--- config.mk ---
export PLATFORM = sky130hd
export DESIGN_NAME = sle_status
export DESIGN_NICKNAME = d
export VERILOG_FILES = /design/src/logic/sle_pkg.sv /design/src/logic/sle_flash.sv /design/src/logic/sle_sync.sv /design/src/logic/sle_status.sv
export VERILOG_INCLUDE_DIRS = /design/src /design/src/logic
export SDC_FILE = /design/constraint.sdc
export NUM_CORES = 1
export LEC_CHECK = 0
export ABC_AREA = 1
export ABC_CLOCK_PERIOD_IN_PS = 3600
export BUFFER_PORTS_ARGS = -buffer_cell sky130_fd_sc_hd__buf_2
export CORE_MARGIN = 4
export CORE_UTILIZATION = 42
export DETAILED_ROUTE_END_ITERATION = 6
export HOLD_SLACK_MARGIN = 0.03
export SLEW_MARGIN = 25
export SYNTH_ARGS = -nofsm -noshare
export SYNTH_HDL_FRONTEND = slang
export SYNTH_SLANG_ARGS = --single-unit
--- constraint.sdc ---
create_clock -name clk_sys -period 3.6 [get_ports clk_sys]
set_input_delay 0.9 -clock clk_sys [delete_from_list [all_inputs] [get_ports clk_sys]]
set_output_delay 0.9 -clock clk_sys [all_outputs]
set_load 0.02 [all_outputs]
--- src/logic/sle_defines.svh ---
/*
 holds the constants of the status lamp and error policy block.
 assumes it is included by bare name from the flash and status design files.
*/
`ifndef SLE_DEFINES_SVH
`define SLE_DEFINES_SVH

`define SLE_CLK_HZ        25000000
`define SLE_FLASH_MS      250
`define SLE_FLASH_CYC     ((`SLE_CLK_HZ / 1000) * `SLE_FLASH_MS)
`define SLE_ERR_W         8
`define SLE_ERR_SYNTAX    0
`define SLE_ERR_DUPOUT    1
`define SLE_ERR_IOVERIFY  2
`define SLE_ERR_CALC      3
`define SLE_ERR_BATTERY   4
`define SLE_ERR_LINK      5
// adapter power-order decision: taken once, when the two-stage
// synchroniser first shows real pin levels after reset
`define SLE_BOOT_DECIDE   2'h2
`define SLE_BOOT_DONE     2'h3

`endif

--- src/logic/sle_pkg.sv ---
/*
 holds the types of the status lamp and error policy block.
 assumes sle_defines.svh is available.
*/
`default_nettype none
package sle_pkg;

  // configuration items that choose stop or continue, or whether an error is recorded
  typedef struct packed {
    logic dup_out_chk;   // item 20: duplicated output counts as error
    logic stop_iover;    // item 23: stop on i/o verification error
    logic stop_calc;     // item 26: stop on calculation error
    logic batt_alarm;    // item 4: battery error raises alarm
  } sle_cfg_s;

  typedef struct packed {
    logic run_lamp;
    logic edit_mode_lamp;
    logic fault_lamp;
  } sle_main_lamp_s;

  typedef struct packed {
    logic supply_lamp;
    logic link_lamp;
    logic fault_lamp;
  } sle_exp_lamp_s;

  typedef enum logic [3:0] {
    SLE_EXP_IDLE  = 4'h1,
    SLE_EXP_UP    = 4'h2,
    SLE_EXP_FAULT = 4'h4,
    SLE_EXP_LATE  = 4'h8
  } sle_exp_e;

endpackage
`default_nettype wire

--- src/logic/sle_flash.sv ---
/*
 holds the shared flash phase generator.
 assumes one clock and a synchronous active-high reset.
*/
`timescale 1ns/1ps
`default_nettype none
`include "sle_defines.svh"

module sle_flash #(
  parameter int unsigned FLASH_CYC = `SLE_FLASH_CYC
) (
  input  wire logic clk_sys,
  input  wire logic srst,
  output var  logic phase
);

  logic [31:0] cnt_r;
  logic [31:0] cnt_nxt;
  logic        phase_r;
  logic        phase_nxt;

  always_comb begin
    cnt_nxt   = cnt_r + 32'h1;
    phase_nxt = phase_r;
    if (cnt_r >= FLASH_CYC - 1) begin
      cnt_nxt   = 32'h0;
      phase_nxt = ~phase_r;
    end
  end

  always_ff @(posedge clk_sys) begin
    if (srst) begin
      cnt_r   <= 32'h0;
      phase_r <= 1'b0;
    end else begin
      cnt_r   <= cnt_nxt;
      phase_r <= phase_nxt;
    end
  end

  assign phase = phase_r;

endmodule // sle_flash
`default_nettype wire

--- src/logic/sle_sync.sv ---
/*
 holds a two flip-flop synchroniser for a bus of pin levels.
 assumes inputs are asynchronous to clk_sys.
*/
`timescale 1ns/1ps
`default_nettype none

module sle_sync #(
  parameter int unsigned W = 1
) (
  input  wire logic         clk_sys,
  input  wire logic         srst,
  input  wire logic [W-1:0] d,
  output var  logic [W-1:0] q
);

  logic [W-1:0] s1_r;
  logic [W-1:0] s2_r;

  always_ff @(posedge clk_sys) begin
    if (srst) begin
      s1_r <= '0;
      s2_r <= '0;
    end else begin
      s1_r <= d;
      s2_r <= s1_r;
    end
  end

  assign q = s2_r;

endmodule // sle_sync
`default_nettype wire

--- src/logic/sle_status.sv ---
/*
 holds the status lamp driver and error stop policy of the controller,
 plus the expansion adapter lamp decoder.
 assumes all inputs except the configuration come from pins and are
 synchronised here; cfg is static logic on clk_sys.
 a pin change reaches the outputs on the third edge, cfg on the first.
*/
`timescale 1ns/1ps
`default_nettype none
`include "sle_defines.svh"

// Operation
// self-diagnostic check detects errors and halts execution where needed
// any error stops execution unless its flag selects continue; here a battery error never stops
// a subset of errors read a per-error stop or continue setting
// program mode: edit lamp steady, others off, halted, no flashing
// forced i/o in run: run and edit lamps alternate, keep running
// diag error flashes fault; run lamp if running, edit lamp if halted
// watchdog trip: fault lamp steady, execution stops
// item 20 cleared: duplicated output is no error
// item 26 cleared: calculation error continues yet stays recorded
// item 23 selects stop on i/o verification error
// item 4 selects whether battery error raises alarm
// no expansion unit: supply on, link flashes, fault off
// unit lost or link error: fault flashes, supply and link on
// adapter powered after controller: supply on, link and fault off
// one parameterised flash period; alternate flashing in opposite phase
// watchdog beats diag error, which beats forced i/o
module sle_status #(
  parameter int unsigned FLASH_CYC = `SLE_FLASH_CYC
) (
  input  wire logic                   clk_sys,
  input  wire logic                   srst,
  input  wire sle_pkg::sle_cfg_s      cfg,
  input  wire logic                   run_sel,
  input  wire logic                   force_act,
  input  wire logic                   wdog_trip,
  input  wire logic [`SLE_ERR_W-1:0]  err_evt,
  input  wire logic                   err_clr,
  input  wire logic                   exp_present,
  input  wire logic                   exp_link_err,
  input  wire logic                   exp_late_pwr,
  output var  logic                   exec_en,
  output var  logic                   diag_err,
  output var  logic [`SLE_ERR_W-1:0]  err_flags,
  output var  sle_pkg::sle_main_lamp_s main_lamp,
  output var  sle_pkg::sle_exp_lamp_s  exp_lamp
);

  localparam int unsigned NIN = `SLE_ERR_W + 7;

  // stop-or-continue decision for each error code
  function automatic logic err_stops(input int unsigned idx,
                                     input sle_pkg::sle_cfg_s c);
    unique case (idx)
      // codes without a policy item always halt
      `SLE_ERR_SYNTAX:   err_stops = 1'b1;
      `SLE_ERR_DUPOUT:   err_stops = 1'b1;
      `SLE_ERR_LINK:     err_stops = 1'b1;
      `SLE_ERR_IOVERIFY: err_stops = c.stop_iover;
      `SLE_ERR_CALC:     err_stops = c.stop_calc;
      // a battery fault only warns; the program keeps running
      `SLE_ERR_BATTERY:  err_stops = 1'b0;
      default:           err_stops = 1'b1;
    endcase
  endfunction

  logic [NIN-1:0]          pin_raw;
  logic [NIN-1:0]          pin_s;
  logic                    run_s;
  logic                    force_s;
  logic                    wdog_s;
  logic [`SLE_ERR_W-1:0]   evt_s;
  logic                    clr_s;
  logic                    pres_s;
  logic                    lerr_s;
  logic                    late_s;
  logic                    phase;

  assign pin_raw = {run_sel, force_act, wdog_trip, err_evt, err_clr,
                    exp_present, exp_link_err, exp_late_pwr};
  assign {run_s, force_s, wdog_s, evt_s, clr_s, pres_s, lerr_s, late_s} =
    pin_s;

  // all pins pass the same two stages, so levels that change together
  // reach the logic together; cfg is already on clk_sys and skips them
  sle_sync #(.W(NIN)) u_sync (
    .clk_sys (clk_sys),
    .srst    (srst),
    .d       (pin_raw),
    .q       (pin_s)
  );

  sle_flash #(.FLASH_CYC(FLASH_CYC)) u_flash (
    .clk_sys (clk_sys),
    .srst    (srst),
    .phase   (phase)
  );

  // error recording and stop policy
  logic [`SLE_ERR_W-1:0] flags_r;
  logic [`SLE_ERR_W-1:0] flags_nxt;
  logic [`SLE_ERR_W-1:0] evt_q;
  logic [`SLE_ERR_W-1:0] stop_mask;
  logic                  halt_nxt;
  logic                  wdog_r;
  logic                  wdog_nxt;
  logic                  diag_nxt;

  // policy bits are not latched: a cfg change takes effect on the next
  // edge, even for errors that are already recorded
  for (genvar g = 0; g < `SLE_ERR_W; g++) begin : g_stop
    assign stop_mask[g] = err_stops(g, cfg);
  end

  always_comb begin
    evt_q = evt_s;
    if (!cfg.dup_out_chk)
      evt_q[`SLE_ERR_DUPOUT] = 1'b0;
    if (!cfg.batt_alarm)
      evt_q[`SLE_ERR_BATTERY] = 1'b0;
    // a new event wins over a clear in the same cycle
    flags_nxt = (clr_s ? '0 : flags_r) | evt_q;
    // halt follows the flags, so clearing the errors resumes execution
    halt_nxt = |(flags_nxt & stop_mask);
    // watchdog latches until reset; only a restart clears it
    wdog_nxt = wdog_r | wdog_s;
    diag_nxt = |flags_nxt;
  end

  always_ff @(posedge clk_sys) begin
    if (srst) begin
      flags_r <= '0;
      wdog_r  <= 1'b0;
    end else begin
      flags_r <= flags_nxt;
      wdog_r  <= wdog_nxt;
    end
  end

  // main lamps and execution enable
  // built from the next flag values, so lamps, exec_en and err_flags
  // move on one edge; priority runs watchdog, diag error, program mode,
  // forced i/o
  sle_pkg::sle_main_lamp_s lamp_r;
  sle_pkg::sle_main_lamp_s lamp_nxt;
  logic                    exec_r;
  logic                    exec_nxt;
  logic                    diag_r;

  always_comb begin
    lamp_nxt = '0;
    exec_nxt = 1'b0;
    if (wdog_nxt) begin
      lamp_nxt.fault_lamp = 1'b1;
      exec_nxt = 1'b0;
    end else if (diag_nxt) begin
      lamp_nxt.fault_lamp = phase;
      if (halt_nxt || !run_s) begin
        lamp_nxt.edit_mode_lamp = 1'b1;
      end else begin
        lamp_nxt.run_lamp = 1'b1;
        exec_nxt = 1'b1;
      end
    end else if (!run_s) begin
      lamp_nxt.edit_mode_lamp = 1'b1;
    end else if (force_s) begin
      lamp_nxt.run_lamp       = phase;
      lamp_nxt.edit_mode_lamp = ~phase;
      exec_nxt = 1'b1;
    end else begin
      lamp_nxt.run_lamp = 1'b1;
      exec_nxt = 1'b1;
    end
  end

  always_ff @(posedge clk_sys) begin
    if (srst) begin
      lamp_r <= '0;
      exec_r <= 1'b0;
      diag_r <= 1'b0;
    end else begin
      lamp_r <= lamp_nxt;
      exec_r <= exec_nxt;
      diag_r <= diag_nxt;
    end
  end

  // expansion adapter lamps
  sle_pkg::sle_exp_e      est_r;
  sle_pkg::sle_exp_e      est_nxt;
  sle_pkg::sle_exp_lamp_s elamp_r;
  sle_pkg::sle_exp_lamp_s elamp_nxt;
  // counts edges after reset until the synchronised pins are valid
  logic [1:0]             boot_r;
  logic [1:0]             boot_nxt;

  always_comb begin
    est_nxt  = est_r;
    boot_nxt = boot_r;
    if (boot_r != `SLE_BOOT_DONE)
      boot_nxt = boot_r + 2'h1;
    unique case (est_r)
      sle_pkg::SLE_EXP_IDLE: begin
        // the synchroniser shows reset zeros for its first edges, so the
        // power-order decision waits for real pin levels, and is taken once
        if (boot_r == `SLE_BOOT_DECIDE && late_s)
          est_nxt = sle_pkg::SLE_EXP_LATE;
        else if (boot_r == `SLE_BOOT_DECIDE && pres_s)
          est_nxt = sle_pkg::SLE_EXP_UP;
        else if (lerr_s)
          est_nxt = sle_pkg::SLE_EXP_FAULT;
      end
      sle_pkg::SLE_EXP_UP: begin
        if (!pres_s || lerr_s)
          est_nxt = sle_pkg::SLE_EXP_FAULT;
      end
      sle_pkg::SLE_EXP_FAULT: est_nxt = est_r;       // held until reset
      sle_pkg::SLE_EXP_LATE:  est_nxt = est_r;
      default:                est_nxt = sle_pkg::SLE_EXP_IDLE;
    endcase
    elamp_nxt.supply_lamp = 1'b1;
    elamp_nxt.link_lamp   = 1'b0;
    elamp_nxt.fault_lamp  = 1'b0;
    unique case (est_nxt)
      sle_pkg::SLE_EXP_IDLE:  elamp_nxt.link_lamp = phase;
      sle_pkg::SLE_EXP_UP:    elamp_nxt.link_lamp = 1'b1;
      sle_pkg::SLE_EXP_FAULT: begin
        elamp_nxt.link_lamp  = 1'b1;
        elamp_nxt.fault_lamp = phase;
      end
      default:                elamp_nxt.link_lamp = 1'b0;
    endcase
  end

  always_ff @(posedge clk_sys) begin
    if (srst) begin
      est_r   <= sle_pkg::SLE_EXP_IDLE;
      elamp_r <= '0;
      boot_r  <= 2'h0;
    end else begin
      est_r   <= est_nxt;
      elamp_r <= elamp_nxt;
      boot_r  <= boot_nxt;
    end
  end

  assign exec_en   = exec_r;
  assign diag_err  = diag_r;
  assign err_flags = flags_r;
  assign main_lamp = lamp_r;
  assign exp_lamp  = elamp_r;

endmodule // sle_status
`default_nettype wire

==> metrics.csv <==
metric,value,unit
clk_latency,0.35,ns
die_y,96.33,um
async_reset_ff_share,0,%
antenna_found_initial,0,
synth_flop_cell,dfxtp_1,
wire_per_inst,9.554,um
placed_cell_area,0.003576,sq mm
grt_first_pass_wirelength,9825,um
first_global_vias,2364,
min_period_over_period,50.61,%
cts_tree,built,
critPathMaxFanout,22,
dr_wl_met3,149,um
drv_slew,0,
ys_types,31,
routedLengthMet1,2754,um
cts_resized,0,
die_w,96.33,um
syn_area,0.003277,sq mm
stdcell_area,0.003786,sq mm
drc_errors,0,
multiInputGateArea,0.001246,sq mm
yosys-top-cells-area,"dfxtp_1 53%, nor2_1 10%, inv_1 8.5%",
synth_edf_count,0,
max_freq,548.9,MHz
clock-sinks,86,
top_layer,met4,
synth_top_family_by_area,simple AND/OR/NAND/NOR gates,
yosys_warnings,0,
numPortBuffers,36,
setup_tns,0,ns
ir_drop,0.2442,mV
synth-adder-area-share,1.145,%
ios,37,
postRouteAntennaNets,0,
seq_area_frac_synth,52.54,%
clk_pin_slew,0.10,ns
critPathCaptureType,flip-flop,
synth_seq_cells,86,
gp_congestion,0.7620,
drt_pass1_iterations,4,
core_area,0.007408,sq mm
diodes,0,
cp.arrival,2.08,ns
hold_violations,0,
cts_hold_buf,0,
post_cts_buffers,0,
area_delta_synth_final,15.54,%
seqCellArea,0.001722,sq mm
cts.root.buffer_cell,clkbuf_8,
netlist.area_leader.share,52.54,%
fill_cells,728,
max_slew_margin,65.10,%
grt_use_total,13.37,%
worst_pin_slew,0.5230,ns
synthMuxAreaShare,0,%
synth_most_common_cell,nor2_1,
clk_path_buf_depth,2,
drtIter0Drc,56,
reg2reg_slack,1.78,ns
ys_top_cells_by_count,"91 x nor2_1, 86 x dfxtp_1, 74 x inv_1",
rsz0062_at_grt,no,
synth_compound_area_share,5.231,%
fin_skew,0.01267,ns
synthSimpleGateAreaFrac,27.68,%
outcome,"finished, final reports clean",
vias,2438,
synthCells,417,
maxCapViolations,0,
die_area,0.009279,sq mm
drive_gt1_share,16.77,%
cts_made_buffers,9,
crit_path_start_kind,flip-flop,
setup_viol_count_final,0,
synth_top_area_cell,dfxtp_1,
num_rows,31,
wl_met2,2444,um
via_per_inst,4.277,
totalWireLength,5446,um
power_density,497.7,mW/mm^2
ctsHtreeMaxLevel,3,
start_util,44.23,%
nets,490,
yosys.area_share.xor_xnor,2.940,%
dpl.hpwl,3938,um
syn_avg_cell_area,7.858,sq um
critPathKind,flip-flop to flip-flop,
hold_class,flip-flop to flip-flop,
fin_crit,1.822,ns
grt_remaining_overflow,0,
grt_max_degree,44,
crit_required,3.86,ns
leakage,1.754,nW
[layer usage]
metal  global-route usage [%]  vias to the layer above
li1                         -                     1356
met3                    2.893                        7
met2                    21.45                       25
met4                    6.308                        0
met5                        0                        -
met1                    17.07                     1050
[cell usage in the layout (no fill, tap or decap), drive strengths merged, types with 2 or more instances in the layout]
master   n
clkbuf   9
nor3    12
a21oi   20
nor2    98
nand4    9
conb     9
xnor2    4
xor2     7
buf     37
inv     83
nand2   58
nand3   18
ha       3
dfxtp   86
o21ai    9
o211ai   2
[kinds of logic (layout without fill, tap and decap cells)]
kind of cell    after synthesis  after routing
compound gates               32             32
xor+xnor                     11             11
fa+ha+maj                     3              3
buf+inv                      86            132
flops                        86             86
other cells                   1              9
simple gates                198            198
[metrics by stage]
step	power, mW	hold WS [ns]	util (%)	cells	setup WS, ns
2_1_floorplan	1.156	0.3883	-	425	1.903
5_1_grt	1.983	0.4259	51.11	570	1.572
6_report	1.884	0.4051	51.11	570	1.778
4_1_cts	1.916	0.4067	51.11	570	1.731
3_3_place_gp	1.202	0.3891	48.27	554	1.602
3_5_place_dp	1.205	0.3923	48.27	554	1.552
[critical path: stages (launching register included)]
cell and delay [ns]:
dfxtp_1 0.34, ha_1 0.22, nand3_1 0.16, nand3_1 0.10
nand2_1 0.08, nand2_1 0.07, nand2_2 0.09, nand3_2 0.41
a21oi_1 0.28
[worst paths after layout]
path / startpoint / end / depth (start not counted)
setup / recovery: u_flash.cnt_r[0]$_SDFF_PP0_ / u_flash.cnt_r[19]$_SDFF_PP0_ / 8
hold / removal: u_sync.s1_r[7]$_SDFF_PP0_ / u_sync.q[7]$_SDFF_PP0_ / 2
setup reg to reg: u_flash.cnt_r[0]$_SDFF_PP0_ / u_flash.cnt_r[19]$_SDFF_PP0_ / 8
hold reg to reg: u_sync.s1_r[7]$_SDFF_PP0_ / u_sync.q[7]$_SDFF_PP0_ / 2
[registers in the layout (all words and copies together) (netlist names), 2 cells and up]
name / cells
boot_r: 2
err_flags: 8
est_r: 4
exp_lamp: 3
main_lamp: 3
u_flash.cnt_r: 32
u_sync.q: 15
u_sync.s1_r: 15
[power breakdown]
group | total, mW | switching, mW | internal (mW)
Combinational | 0.162 | 0.103 | 0.0590
Clock | 0.704 | 0.366 | 0.338
Sequential | 1.02 | 0.0207 | 0.998
Total | 1.88 | 0.490 | 1.39
[area by class of cell]
cell class,instances,share of cell area (%)
flip-flops and latches,86,45.47
multi-input cells,253,32.91
inverters,79,7.832
repair buffers,37,4.957
clock buffers,9,3.272
well taps,99,3.272
clock inverters,7,2.280
No activity file was read; power rests on OpenSTA's default activity.
